**config.mk**
```make
export PLATFORM = sky130hd
export DESIGN_NAME = serial_if_control_status
export DESIGN_NICKNAME = d
export VERILOG_FILES = /design/src/hdl/serial_if_control_status.v
export VERILOG_INCLUDE_DIRS = /design/src /design/src/include
export SDC_FILE = /design/constraint.sdc
export NUM_CORES = 1
export LEC_CHECK = 0
export ABC_AREA = 1
export BUFFER_PORTS_ARGS = -buffer_cell sky130_fd_sc_hd__buf_2
export CORE_MARGIN = 5
export CORE_UTILIZATION = 40
export DETAILED_ROUTE_END_ITERATION = 6
export SYNTH_ARGS = -nofsm -noshare
export SYNTH_HDL_FRONTEND = slang
export SYNTH_SLANG_ARGS = --single-unit
export TNS_END_PERCENT = 5
```
**constraint.sdc**
```tcl
create_clock -name pclk -period 2.6 [get_ports pclk]
set_input_delay 0.26 -clock pclk [delete_from_list [all_inputs] [get_ports pclk]]
set_output_delay 0.26 -clock pclk [all_outputs]
set_load 0.02 [all_outputs]
```
**src/include/serial_if_map.vh**
```
// register map, field positions and timing counts of the serial interface
// assumes APB word addressing: byte address = register index * 4
// Function
// - transfer_control bit 2 is receive_enable, read/write, reset 0.
// - transfer_control bit 0 is transmit_enable, read/write, reset 0.
// - transmit_trigger reads 1 while sending; writing 1 starts sending; reset 0.
// - framing_error_flag reads 1 after framing error; write 1 clears; reset 0.
// - parity_error_flag reads 1 after parity mismatch; write 1 clears; reset 0.
// - overrun_error_flag reads 1 after overrun; write 1 clears; reset 0.
// - eight data bits split low nibble, high nibble; bit 0 is lsb; 1 is high.
// - data bits are not reset; content after reset is undefined.
// - three interrupt mask bits: error, tx done, rx done; 1 enables; reset 0.
// - three interrupt flags set on events; write 1 clears, write 0 ignored.
// - unused register bits always read 0.
// - pin enable 1 maps pins to data in, data out, clock, ready; code maps clock in clocked modes only, ready in slave mode only.
// - pin enable 0 returns pins to general port use; readable, reset 0.
// - async reception completing before buffer declared empty sets overrun.
// - error flag set on parity, framing or overrun error, mask regardless.
// - mode 11 async 8-bit, 10 async 7-bit, 01 clocked slave, 00 master.
`ifndef SERIAL_IF_MAP_VH
`define SERIAL_IF_MAP_VH

// register indices; byte address is index * 4
`define IDX_PIN_SELECT   16'hff70
`define IDX_PARITY       16'hff71
`define IDX_XFER_CTRL    16'hff72
`define IDX_ERR_FLAGS    16'hff73
`define IDX_DATA_LO      16'hff74
`define IDX_DATA_HI      16'hff75
`define IDX_IRQ_MASK     16'hffe3
`define IDX_IRQ_FLAG     16'hfff3

// field positions
`define BIT_PIN_EN       0
`define BIT_MODE0        1
`define BIT_MODE1        2
`define BIT_PAR_ODD      2
`define BIT_PAR_EN       3
`define BIT_TX_EN        0
`define BIT_TX_TRIG      1
`define BIT_RX_EN        2
`define BIT_RX_TRIG      3
`define BIT_OVERRUN      0
`define BIT_PARITY       1
`define BIT_FRAMING      2
`define BIT_IRQ_RX       0
`define BIT_IRQ_TX       1
`define BIT_IRQ_ERR      2

// transfer modes
`define MODE_CLK_MASTER  2'b00
`define MODE_CLK_SLAVE   2'b01
`define MODE_ASYNC7      2'b10
`define MODE_ASYNC8      2'b11

// reset values
`define RST_NIBBLE       4'h0

// default bit period in pclk cycles
`define BIT_CYCLES_DEF   64

// settle time after pin enable, kept by software
`define SETTLE_NS        10000
`define CLK_NS           10
`define SETTLE_CYCLES    ((`SETTLE_NS + `CLK_NS - 1) / `CLK_NS)

`endif

```
**src/hdl/serial_if_control_status.v**
```verilog
// serial interface register set with a small async / clocked shift engine
// assumes an APB master on pclk and four shared port pins from outside
//
// Register access over APB was left to the implementer.
`timescale 1ns/1ps
`include "serial_if_map.vh"

module serial_if_control_status #(
  parameter BIT_CYCLES = `BIT_CYCLES_DEF
) (
  input  wire        pclk,
  input  wire        presetn,
  input  wire        psel,
  input  wire        penable,
  input  wire        pwrite,
  input  wire [17:0] paddr,
  input  wire [31:0] pwdata,
  output reg  [31:0] prdata,
  output wire        pready,
  output wire        pslverr,
  output wire        irq,
  input  wire [3:0]  pin_in,
  output reg  [3:0]  pin_out,
  output reg  [3:0]  pin_oe,
  input  wire [3:0]  gpio_out,
  input  wire [3:0]  gpio_oe,
  output wire [3:0]  gpio_in
);

  // divider reloads, cut to the 16-bit counters on purpose
  localparam integer FULL_INT = BIT_CYCLES - 1;
  localparam integer HALF_INT = BIT_CYCLES / 2 - 1;
  localparam [15:0]  FULL_DIV = FULL_INT[15:0];
  localparam [15:0]  HALF_DIV = HALF_INT[15:0];

  // control and status state
  reg        pin_en;
  reg [1:0]  mode;
  reg        par_en;
  reg        par_odd;
  reg        rx_en;
  reg        tx_en;
  reg        fe_flag;
  reg        pe_flag;
  reg        ov_flag;
  reg [2:0]  mask;
  reg [2:0]  flag;
  reg [7:0]  data;

  // engine state
  reg        tx_busy;
  reg        rx_busy;
  reg        rx_empty;
  reg [3:0]  tx_cnt;
  reg [15:0] tx_div;
  reg [10:0] tx_sh;
  reg [3:0]  rx_cnt;
  reg [15:0] rx_div;
  reg [10:0] rx_sh;
  reg        ck_run;
  reg        ck_tx;
  reg        ck_rx;
  reg [2:0]  ck_cnt;
  reg [15:0] ck_div;
  reg [7:0]  ck_sh;
  reg        sclk_o;
  reg        serial_data_output;
  reg        rx_load;
  reg [7:0]  rx_byte;
  reg        ev_tx;
  reg        ev_rx;
  reg        ev_fe;
  reg        ev_pe;
  reg        ev_ov;

  // pin synchronisers: stage a is read only by stage b
  reg        sin_a;
  reg        sin_b;
  reg        sclk_a;
  reg        sclk_b;
  reg        sin_d;
  reg        sclk_d;

  wire [15:0] idx = paddr[17:2];
  wire        wr = psel & penable & pwrite & (paddr[1:0] == 2'b00);
  wire [3:0]  wd = pwdata[3:0];
  wire        w_pin = wr & (idx == `IDX_PIN_SELECT);
  wire        w_par = wr & (idx == `IDX_PARITY);
  wire        w_ctl = wr & (idx == `IDX_XFER_CTRL);
  wire        w_err = wr & (idx == `IDX_ERR_FLAGS);
  wire        w_lo = wr & (idx == `IDX_DATA_LO);
  wire        w_hi = wr & (idx == `IDX_DATA_HI);
  wire        w_msk = wr & (idx == `IDX_IRQ_MASK);
  wire        w_flg = wr & (idx == `IDX_IRQ_FLAG);

  // decoded mode
  wire        is_async = mode[1];
  wire        mode8 = (mode == `MODE_ASYNC8);
  wire        slave = (mode == `MODE_CLK_SLAVE);
  wire        tx_go = w_ctl & wd[`BIT_TX_TRIG];
  wire        rx_go = w_ctl & wd[`BIT_RX_TRIG];

  // async frame length: start, data, optional parity, stop
  wire [3:0]  n_bits = (mode8 ? 4'd10 : 4'd9) + {3'b000, par_en};
  wire [7:0]  tx_data = mode8 ? data : {1'b0, data[6:0]};
  wire        tx_par = (^tx_data) ^ par_odd;

  // zero-wait slave: answers in the access phase, never errors
  assign pready = 1'b1;
  assign pslverr = 1'b0;

  // synchronise the data and clock pins before any logic reads them
  always @(posedge pclk or negedge presetn) begin
    if (!presetn) begin
      sin_a <= 1'b1;
      sin_b <= 1'b1;
      sclk_a <= 1'b1;
      sclk_b <= 1'b1;
      sin_d <= 1'b1;
      sclk_d <= 1'b1;
    end else begin
      sin_a <= pin_in[0];
      sin_b <= sin_a;
      sclk_a <= pin_in[2];
      sclk_b <= sclk_a;
      sin_d <= sin_b;
      sclk_d <= sclk_b;
    end
  end

  // control registers written by software
  always @(posedge pclk or negedge presetn) begin
    if (!presetn) begin
      pin_en <= 1'b0;
      mode <= 2'b00;
      par_en <= 1'b0;
      par_odd <= 1'b0;
      rx_en <= 1'b0;
      tx_en <= 1'b0;
      mask <= 3'b000;
    end else begin
      if (w_pin) begin
        pin_en <= wd[`BIT_PIN_EN];
        mode <= {wd[`BIT_MODE1], wd[`BIT_MODE0]};
      end
      if (w_par) begin
        par_en <= wd[`BIT_PAR_EN];
        par_odd <= wd[`BIT_PAR_ODD];
      end
      if (w_ctl) begin
        rx_en <= wd[`BIT_RX_EN];
        tx_en <= wd[`BIT_TX_EN];
      end
      if (w_msk)
        mask <= wd[2:0];
    end
  end

  // data buffer: no reset, receive completion beats a same-cycle write
  always @(posedge pclk) begin
    if (w_lo)
      data[3:0] <= wd;
    if (w_hi)
      data[7:4] <= wd;
    if (rx_load)
      data <= rx_byte;
  end

  // sticky flags: an event in the clearing cycle wins over the clear
  always @(posedge pclk or negedge presetn) begin
    if (!presetn) begin
      fe_flag <= 1'b0;
      pe_flag <= 1'b0;
      ov_flag <= 1'b0;
      flag <= 3'b000;
    end else begin
      fe_flag <= (fe_flag & ~(w_err & wd[`BIT_FRAMING])) | ev_fe;
      pe_flag <= (pe_flag & ~(w_err & wd[`BIT_PARITY])) | ev_pe;
      ov_flag <= (ov_flag & ~(w_err & wd[`BIT_OVERRUN])) | ev_ov;
      flag <= (flag & ~({3{w_flg}} & wd[2:0]))
              | {ev_fe | ev_pe | ev_ov, ev_tx, ev_rx};
    end
  end

  assign irq = |(flag & mask);

  // shift engine: async frames or an 8-bit clocked exchange, lsb first
  always @(posedge pclk or negedge presetn) begin
    if (!presetn) begin
      tx_busy <= 1'b0;
      rx_busy <= 1'b0;
      rx_empty <= 1'b1;
      tx_cnt <= 4'd0;
      tx_div <= 16'd0;
      tx_sh <= 11'h7ff;
      rx_cnt <= 4'd0;
      rx_div <= 16'd0;
      rx_sh <= 11'h000;
      ck_run <= 1'b0;
      ck_tx <= 1'b0;
      ck_rx <= 1'b0;
      ck_cnt <= 3'd0;
      ck_div <= 16'd0;
      ck_sh <= 8'h00;
      sclk_o <= 1'b1;
      serial_data_output <= 1'b1;
      rx_load <= 1'b0;
      rx_byte <= 8'h00;
      ev_tx <= 1'b0;
      ev_rx <= 1'b0;
      ev_fe <= 1'b0;
      ev_pe <= 1'b0;
      ev_ov <= 1'b0;
    end else begin
      rx_load <= 1'b0;
      ev_tx <= 1'b0;
      ev_rx <= 1'b0;
      ev_fe <= 1'b0;
      ev_pe <= 1'b0;
      ev_ov <= 1'b0;
      if (is_async) begin
        // buffer declared empty by software
        if (rx_go)
          rx_empty <= 1'b1;
        // transmitter
        if (!tx_busy) begin
          serial_data_output <= 1'b1;
          if (tx_go & tx_en) begin
            tx_busy <= 1'b1;
            tx_cnt <= n_bits;
            tx_div <= FULL_DIV;
            if (par_en)
              tx_sh <= mode8 ? {1'b1, tx_par, tx_data, 1'b0}
                             : {2'b11, tx_par, tx_data[6:0], 1'b0};
            else
              tx_sh <= mode8 ? {2'b11, tx_data, 1'b0}
                             : {3'b111, tx_data[6:0], 1'b0};
          end
        end else if (tx_div != 16'd0) begin
          tx_div <= tx_div - 16'd1;
          serial_data_output <= tx_sh[0];
        end else begin
          tx_div <= FULL_DIV;
          tx_sh <= {1'b1, tx_sh[10:1]};
          tx_cnt <= tx_cnt - 4'd1;
          if (tx_cnt == 4'd1) begin
            tx_busy <= 1'b0;
            ev_tx <= 1'b1;
          end
        end
        // receiver: start on a falling data edge, sample mid-bit
        if (!rx_busy) begin
          if (rx_en & sin_d & !sin_b) begin
            rx_busy <= 1'b1;
            rx_cnt <= n_bits;
            rx_div <= HALF_DIV;
          end
        end else if (rx_div != 16'd0) begin
          rx_div <= rx_div - 16'd1;
        end else begin
          rx_div <= FULL_DIV;
          rx_sh[n_bits - rx_cnt] <= sin_b;
          rx_cnt <= rx_cnt - 4'd1;
          if (rx_cnt == 4'd1) begin
            rx_busy <= 1'b0;
            rx_load <= 1'b1;
            rx_empty <= 1'b0;
            rx_byte <= mode8 ? rx_sh[8:1] : {1'b0, rx_sh[7:1]};
            ev_rx <= 1'b1;
            ev_fe <= !sin_b;
            ev_pe <= par_en & ((mode8 ? ^rx_sh[9:1] : ^rx_sh[8:1])
                     ^ par_odd);
            ev_ov <= !rx_empty;
          end
        end
        if (!rx_en)
          rx_busy <= 1'b0;
      end else begin
        // clocked modes: one transfer moves both directions at once
        if (!ck_run) begin
          sclk_o <= 1'b1;
          if ((tx_go & tx_en) | (rx_go & rx_en)) begin
            ck_run <= 1'b1;
            ck_tx <= tx_go & tx_en;
            ck_rx <= rx_go & rx_en;
            tx_busy <= tx_go & tx_en;
            rx_busy <= rx_go & rx_en;
            ck_sh <= data;
            serial_data_output <= data[0];
            ck_cnt <= 3'd0;
            ck_div <= HALF_DIV;
          end
        end else if (slave) begin
          if (sclk_d & !sclk_b)
            serial_data_output <= ck_sh[0];
          else if (!sclk_d & sclk_b) begin
            ck_sh <= {sin_b, ck_sh[7:1]};
            ck_cnt <= ck_cnt + 3'd1;
          end
        end else if (ck_div != 16'd0) begin
          ck_div <= ck_div - 16'd1;
        end else begin
          ck_div <= HALF_DIV;
          sclk_o <= !sclk_o;
          if (sclk_o)
            serial_data_output <= ck_sh[0];
          else begin
            ck_sh <= {sin_b, ck_sh[7:1]};
            ck_cnt <= ck_cnt + 3'd1;
          end
        end
        // the eighth sampling edge ends the transfer
        if (ck_run & (ck_cnt == 3'd7) &
            ((slave & !sclk_d & sclk_b) |
             (!slave & (ck_div == 16'd0) & !sclk_o))) begin
          ck_run <= 1'b0;
          tx_busy <= 1'b0;
          rx_busy <= 1'b0;
          ev_tx <= ck_tx;
          ev_rx <= ck_rx;
          rx_load <= ck_rx;
          rx_byte <= {sin_b, ck_sh[7:1]};
        end
      end
    end
  end

  // register read, captured in the setup phase; unused bits read 0
  always @(posedge pclk or negedge presetn) begin
    if (!presetn)
      prdata <= 32'h0000_0000;
    else if (psel & !penable) begin
      prdata <= 32'h0000_0000;
      if (paddr[1:0] == 2'b00) begin
        case (idx)
          `IDX_PIN_SELECT:
            prdata[3:0] <= {1'b0, mode, pin_en};
          `IDX_PARITY:
            prdata[3:0] <= {par_en, par_odd, 2'b00};
          `IDX_XFER_CTRL:
            prdata[3:0] <= {rx_busy, rx_en, tx_busy, tx_en};
          `IDX_ERR_FLAGS:
            prdata[3:0] <= {1'b0, fe_flag, pe_flag, ov_flag};
          `IDX_DATA_LO:
            prdata[3:0] <= data[3:0];
          `IDX_DATA_HI:
            prdata[3:0] <= data[7:4];
          `IDX_IRQ_MASK:
            prdata[3:0] <= {1'b0, mask};
          `IDX_IRQ_FLAG:
            prdata[3:0] <= {1'b0, flag};
          default:
            prdata[3:0] <= 4'h0;
        endcase
      end
    end
  end

  // pin function: serial roles when enabled, port logic otherwise.
  // the clock pin may glitch at the switch; software must wait first
  assign gpio_in = pin_in;
  always @* begin
    pin_out = gpio_out;
    pin_oe = gpio_oe;
    if (pin_en) begin
      pin_out[0] = 1'b0;
      pin_oe[0] = 1'b0;
      pin_out[1] = serial_data_output;
      pin_oe[1] = 1'b1;
      if (!is_async) begin
        pin_out[2] = sclk_o;
        pin_oe[2] = !slave;
      end
      if (slave) begin
        pin_out[3] = !ck_run;
        pin_oe[3] = 1'b1;
      end
    end
  end

endmodule // serial_if_control_status

```
==> run_results.csv, run 1 <==
group,metric,value,unit
status,run_status,"finished, final reports clean",
pwr,combPwrFrac,3.9,%
pwr,power.share.sequential,47.2,%
worst_setup_path,worstPathArrival,2.71,ns
worst_setup_path,crit_fanout,4,
yosys,syn_area,0.00858,mm^2
worst_setup_path,end_kind,"flip-flop",
yosys,yosysSeqAreaShare,41.9,%
yosys,synth_compound_area_share,7.83,%
job,drv_cap,0,
floorplanning,die_area,0.0245,mm^2
drt,firstDrtPassIters,5,
clock_network,cts_num_sinks,141,
floorplanning,placementRows,53,
pwr,p_per_area,493,mW/mm^2
worst_setup_path,slowest_delay,0.41,ns
grt,grt_use_total,17.5,%
timing,slew_headroom,58.7,%
clock_network,clk_pin_slew,0.07,ns
floorplanning,die_h,156,um
yosys,synthSimpleGateAreaFrac,33.7,%
hold_path,hp-class,"input port to flip-flop",
timing,hold_viol,0,
drt,wire_per_inst,13.8,um
grt,grt_max_degree,56,
clock_network,cts_tree,"built",
grt,grt-ovfl-total,0,
pwr,p_sw,1.14,mW
drt,drc,0,
placement,place_ws,0.178,ns
floorplanning,die_w,156,um
drt,detail-route-antenna-nets,0,
pwr,power.leakage,4.80,nW
placement,dp_hpwl,15200,um
yosys,synthCells,1158,
worst_setup_path,worstPathCellList,"nand2_2, ha_1, inv_1, nor2_1, ha_1, nand2_1, o21ai_0, xor2_1, nand2_1, nand3b_1, nand2_1, o21ai_1",
timing,fin_crit,2.41,ns
worst_setup_path,crit_type,"flip-flop to flip-flop",
pwr,p_clk_share,48.9,%
yosys,synthXorXnorAreaFrac,3.78,%
clock_network,cts.htree.levels,4,
yosys,synth_top_family_by_area,"simple AND/OR/NAND/NOR gates",
yosys,synth_warnings,0,
timing,setup_tns,0,ns
clock_network,clock_path_buffers,2,
timing,worst_slew_pin_slew,0.619,ns
pwr,ir_drop,0.339,mV
yosys,synth_edf_count,8,
final_layout,nNetsFinal,1295,
final_layout,layout-drive-gt1-share,13.6,%
yosys,synth.area.mux_share,0.117,%
final_layout,diodes,0,
worst_setup_path,cp_slowest_cell,"dfrtp_1",
timing,drv_slew,0,
timing,fin_skew,0.00909,ns
placement,place.port_buffers,51,
pwr,internal_power,3.59,mW
worst_setup_path,regToRegSetupSlack,0.19,ns
drt,routed_via_density,4.95,
worst_setup_path,crit_top_cell,"nand2_1",
yosys,synth-seq-cells,141,
yosys,synth_fa_ha_area_share,2.71,%
floorplanning,initial_utilization,40.7,%
drt,wirelength,20600,um
floorplanning,coreArea,0.0211,mm^2
clock_network,clock-root-buffer,"clkbuf_16",
timing,setup_slack,0.192,ns
timing,fin_worst_hold_slack,0.135,ns
timing,clock.fmax,415,MHz
placement,gp_congestion,0.912,
yosys,synth.avg_cell_area,7.41,um^2
grt,grt_pass1_wl,35000,um
clock_network,clock_latency,0.42,ns
grt,grt_pass1_vias,7013,
yosys,synth_flop_cell,"dfrtp_1",
drt,initialDrtViolationCount,470,
grt,antenna_found_initial,0,
yosys,synth.distinct_cells,46,
timing,rsz0062_at_grt,"no",
worst_setup_path,crit_path_start_kind,"flip-flop",
clock_network,cts-buffers-inserted,17,
pwr,swShare,24.1,%
drt,route.vias.total,7420,
floorplanning,io_pins,114,
final_layout,synthToLayoutAreaGrowth,11.6,%
timing,setup_violations,0,
worst_setup_path,crit_required,2.90,ns
yosys,ys_async_sr_fraction,94.3,%
timing,fin_crit_sh,92.6,%
[cell type report]
| class | instances | area, um^2 |
|---|---|---|
| well taps | 275 | 344 |
| multi-input cells | 866 | 4250 |
| clock inverters | 14 | 119 |
| inverters | 116 | 435 |
| flip-flops and latches | 141 | 3590 |
| clock buffers | 18 | 429 |
| repair buffers | 68 | 409 |
| fillers | 2154 | 11500 |
[cells in the mapped netlist, drive strengths merged (17+ instances only)]
library cell | n | area [um^2]
buf | 54 | 383
nor2 | 125 | 527
nand2 | 359 | 1390
nand4 | 28 | 188
nand3 | 99 | 518
a21oi | 20 | 104
xor2 | 26 | 228
nor3 | 19 | 106
o21ai | 87 | 435
dfstp | 19 | 499
ha | 17 | 213
dfrtp | 114 | 2850
inv | 116 | 435
[through the flow]
stage,area [um^2],util [%],cells,power (mW)
2_1_floorplan,8690,-,1186,2.39
3_3_place_gp,8990,42.6,1463,2.45
3_5_place_dp,8990,42.6,1463,2.45
4_1_cts,9570,45.4,1498,4.77
5_1_grt,9580,45.4,1498,4.88
6_report,9580,45.4,1498,4.72
[cell usage in the layout, fill, tap and decap left out, types with 3 or more instances in the layout]
| master | Yosys | final |
|---|---|---|
| nand2_1 | 348 | 347 |
| dfrtp_1 | 114 | 114 |
| nor2_1 | 112 | 111 |
| inv_1 | 107 | 107 |
| nand3_1 | 96 | 95 |
| o21ai_0 | 65 | 65 |
| buf_2 | 12 | 50 |
| conb_1 | 2 | 30 |
| nand4_1 | 26 | 26 |
| xor2_1 | 26 | 26 |
| o21ai_1 | 22 | 22 |
| a21oi_1 | 19 | 19 |
| dfstp_2 | 19 | 19 |
| nor3_1 | 18 | 18 |
| ha_1 | 17 | 17 |
| clkbuf_16 | 0 | 17 |
| buf_4 | 38 | 13 |
| o22ai_1 | 11 | 11 |
| xnor2_1 | 11 | 11 |
| nand2_2 | 8 | 9 |
| nor2_2 | 8 | 9 |
| inv_2 | 9 | 9 |
| nand3b_1 | 8 | 8 |
| edfxtp_1 | 8 | 8 |
| or2_2 | 7 | 7 |
| nor2_4 | 5 | 5 |
| clkinv_2 | 0 | 5 |
| nand3_2 | 2 | 3 |
| a31oi_1 | 3 | 3 |
| nand2_4 | 3 | 3 |
| inv_6 | 0 | 3 |
| clkinvlp_4 | 0 | 3 |
| dlygate4sd3_1 | 0 | 3 |
[layer usage]
layer  GRT usage, %  up-vias  wire [um]
li1               -     3777          -
met1           24.8     3461       9880
met2           27.5      152       9340
met3           3.90       30       1120
met4           4.17        0        273
met5              0        -          0
[final timing paths]
check,startpoint,endpoint,cells after the start
hold reg to reg,sin_a$_DFF_PN1_,sin_b$_DFF_PN1_,0
setup / recovery,mode[0]$_DFFE_PN0P_,rx_sh[9]$_DFFE_PN0P_,12
setup reg to reg,mode[0]$_DFFE_PN0P_,rx_sh[9]$_DFFE_PN0P_,12
hold / removal,paddr[0],prdata[2]$_DFFE_PN0P_,4
min in group asynchronous,presetn,rx_sh[4]$_DFFE_PN0P_,2
max in group asynchronous,presetn,sclk_d$_DFF_PN1_,3
[cells by family after synthesis]
family / Yosys count
buffers and inverters: 179
flip-flops: 141
AND/OR/NAND/NOR: 653
XOR/XNOR: 37
AO/OA/AOI/OAI: 127
adder cells (fa/ha/maj): 18
other: 2
multiplexers: 1
[power groups by stage]
stage / combinational (mW) / clock (mW) / sequential (mW)
4_1_cts: 0.190 / 2.35 / 2.23
2_1_floorplan: 0.127 / 0 / 2.27
3_3_place_gp: 0.185 / 0 / 2.27
6_report: 0.186 / 2.31 / 2.23
5_1_grt: 0.212 / 2.44 / 2.23
3_5_place_dp: 0.186 / 0 / 2.27
[repair_timing]
action | CTS | global route
endpoints found under the setup margin | 0 | 7
buffers inserted | 0 | 0
resized for setup | 0 | 3
hold endpoints to repair | 50 | 0
hold buffers | 3 | 0
[state kept, by name (all words and copies together) (netlist names), 2 cells and up]
| name | cells |
|---|---|
| rx_div | 16 |
| rx_byte | 8 |
| data | 8 |
| flag | 3 |
| prdata | 4 |
| ck_sh | 8 |
| rx_cnt | 4 |
| mask | 3 |
| tx_cnt | 4 |
| ck_cnt | 3 |
| mode | 2 |
| tx_div | 16 |
| ck_div | 16 |
| tx_sh | 10 |
| rx_sh | 9 |
[worst max-delay path: cells and delay by family, from the launching register on]
kind            cells  cell delay (ns)
xor+xnor            1             0.29
simple gates        6             0.69
buf+inv             1             0.09
flops               1             0.41
compound gates      2             0.24
fa+ha+maj           2             0.55
Power figures use the tool's default switching activity.
==> inputs of run 2 (changes only) <==
Settings changed: CORE_UTILIZATION 40 to 35, CTS_CLUSTER_DIAMETER set to 60, MAX_ROUTING_LAYER set to met4.
==> run 2 against run 1 <==
Net effect:
- fmax rose by 0.25%
- clock skew grew 0.0036 ns
- final cell count increased by 3.3%
- via count fell by 0.54%
- design area increased by 0.81%
- flip-flop and latch count unchanged
- first-iteration DRC count shrank 7.9%
- largest cell class unchanged
- combinational power is essentially flat
- register-to-register slack about the same
- clock-buffer cell count is 1 lower
- global-route usage down 1.6 points
- hold slack got worse by 0.0076 ns
==> run_results.csv, run 2 (synthesis results as in run 1) <==
group,metric,value,unit
status,run_status,"finished, final reports clean",
drt,wire_per_inst,13.5,um
worst_setup_path,crit_path_start_kind,"flip-flop",
timing,drv_slew,0,
timing,hold_viol,0,
worst_setup_path,regToRegSetupSlack,0.20,ns
drt,routed_via_density,4.77,
timing,worst_slew_pin_slew,0.670,ns
clock_network,cts_num_sinks,141,
placement,place.port_buffers,51,
pwr,power.leakage,4.79,nW
worst_setup_path,worstPathArrival,2.71,ns
final_layout,synthToLayoutAreaGrowth,12.6,%
hold_path,min_from,"paddr[0]",
pwr,ir_drop,0.307,mV
final_layout,final_cell_mix,"nand2_1, dfrtp_1, nor2_1",
worst_setup_path,path_delay_family,"adder cells",
final_layout,layout_commonest_cell,"nand2_1",
timing,setup_violations,0,
hold_path,hp-class,"input port to flip-flop",
drt,detail-route-antenna-nets,0,
drt,firstDrtPassIters,5,
grt,grt_max_degree,55,
clock_network,clk_pin_slew,0.07,ns
drt,route.vias.total,7380,
timing,fin_crit,2.40,ns
timing,fin_crit_sh,92.4,%
drt,wirelength,21000,um
worst_setup_path,cp_slowest_cell,"dfrtp_1",
pwr,p_per_area,493,mW/mm^2
floorplanning,die_w,167,um
worst_setup_path,end_kind,"flip-flop",
timing,fin_worst_hold_slack,0.127,ns
floorplanning,die_h,167,um
pwr,p_sw,1.17,mW
worst_setup_path,path_buf_inv,1,
drt,initialDrtViolationCount,433,
worst_setup_path,rr_startpoint,"mode[0]$_DFFE_PN0P_",
clock_network,cts.htree.levels,4,
timing,slew_headroom,55.4,%
final_layout,diodes,0,
worst_setup_path,crit_top_cell,"ha_1",
final_layout,reg_top3,"ck_div: 16 flops, rx_div: 16 flops, tx_div: 16 flops",
grt,grt_pass1_wl,35800,um
worst_setup_path,worstPathCellList,"nand2_2, ha_1, ha_1, fa_1, xnor2_1, inv_1, nor2_2, nand3_1, nand2_1, o21ai_1",
clock_network,post_cts_buffers,0,
grt,grt_pass1_vias,7174,
timing,fin_skew,0.0127,ns
pwr,swShare,24.6,%
clock_network,clock_latency,0.43,ns
clock_network,cts_tree,"built",
worst_setup_path,crit_start,"mode[0]$_DFFE_PN0P_",
timing,clock.fmax,416,MHz
clock_network,clock_path_buffers,2,
clock_network,clock-root-buffer,"clkbuf_16",
timing,rsz0062_at_grt,"yes",
worst_setup_path,crit_required,2.90,ns
timing,setup_tns,0,ns
placement,dp_hpwl,15600,um
final_layout,layout-drive-gt1-share,13.6,%
placement,gp_congestion,0.877,
floorplanning,coreArea,0.0242,mm^2
grt,grt_use_total,15.9,%
grt,grt-ovfl-total,0,
worst_setup_path,slowest_delay,0.42,ns
drt,drc,0,
floorplanning,placementRows,57,
final_layout,nNetsFinal,1295,
pwr,p_clk_share,49.3,%
grt,antenna_found_initial,0,
clock_network,cts-buffers-inserted,17,
floorplanning,initial_utilization,35.4,%
pwr,internal_power,3.59,mW
worst_setup_path,crit_type,"flip-flop to flip-flop",
pwr,power.share.sequential,46.7,%
floorplanning,io_pins,114,
pwr,combPwrFrac,4.0,%
job,drv_cap,0,
worst_setup_path,crit_fanout,4,
floorplanning,die_area,0.0278,mm^2
-- run 2: area by class of cell --
type                            count  area (um^2)
Clock inverter                     15          136
Sequential cell                   141         3590
Timing Repair Buffer               68          409
Tap cell                          324          405
Fill cell                        2532        14600
Clock buffer                       17          425
Multi-Input combinational cell    866         4260
Inverter                          116          435
-- run 2: what timing repair did --
item                                    CTS  global route
hold buffers                              3             0
resized for setup                         0             4
endpoints found under the setup margin    0            17
hold endpoints to repair                 49             0
-- run 2: metrics by stage --
step                      power (mW)  worst slack [ns]  cells  util, %  instance area, um^2
after floorplan                 2.39             0.341   1186        -                 8690
after global placement          2.45             0.205   1512     37.3                 9050
after detailed placement        2.46             0.117   1512     37.3                 9050
after CTS                       4.82             0.115   1547     39.8                 9650
after global routing            4.94           -0.0616   1547     39.8                 9660
final                           4.76             0.198   1547     39.8                 9660
-- run 2: worst paths after layout --
kind,cells past startpoint,endpoint
min reg2reg,0,sin_b$_DFF_PN1_
max,10,rx_sh[6]$_DFFE_PN0P_
max in group asynchronous,3,rx_empty$_DFFE_PN1P_
min in group asynchronous,2,tx_div[13]$_DFFE_PN0P_
max reg2reg,10,rx_sh[6]$_DFFE_PN0P_
min,4,prdata[0]$_DFFE_PN0P_
-- run 2: per-layer routing --
layer  vias up  part of all wire, %  global-route usage, %
met5         -                    0                      -
met4         0                  1.5                   4.27
met2       161                   46                   25.1
li1       3774                    -                      -
met3        19                  4.7                   3.03
met1      3426                   48                   21.1
-- run 2: power by group through the flow --
| stage | logic, mW | clock network, mW | registers [mW] |
|---|---|---|---|
| floorplan | 0.127 | 0 | 2.27 |
| global placement | 0.186 | 0 | 2.27 |
| detailed placement | 0.188 | 0 | 2.27 |
| CTS | 0.192 | 2.40 | 2.23 |
| global route | 0.213 | 2.50 | 2.23 |
| finish | 0.188 | 2.35 | 2.23 |
-- run 2: worst reg2reg max path: cells and delay by family (launching register included) --
family / cells / cell delay (ns)
compound gates: 1 / 0.06
buf+inv: 1 / 0.09
fa+ha+maj: 3 / 0.99
simple gates: 4 / 0.54
flops: 1 / 0.42
xor+xnor: 1 / 0.20
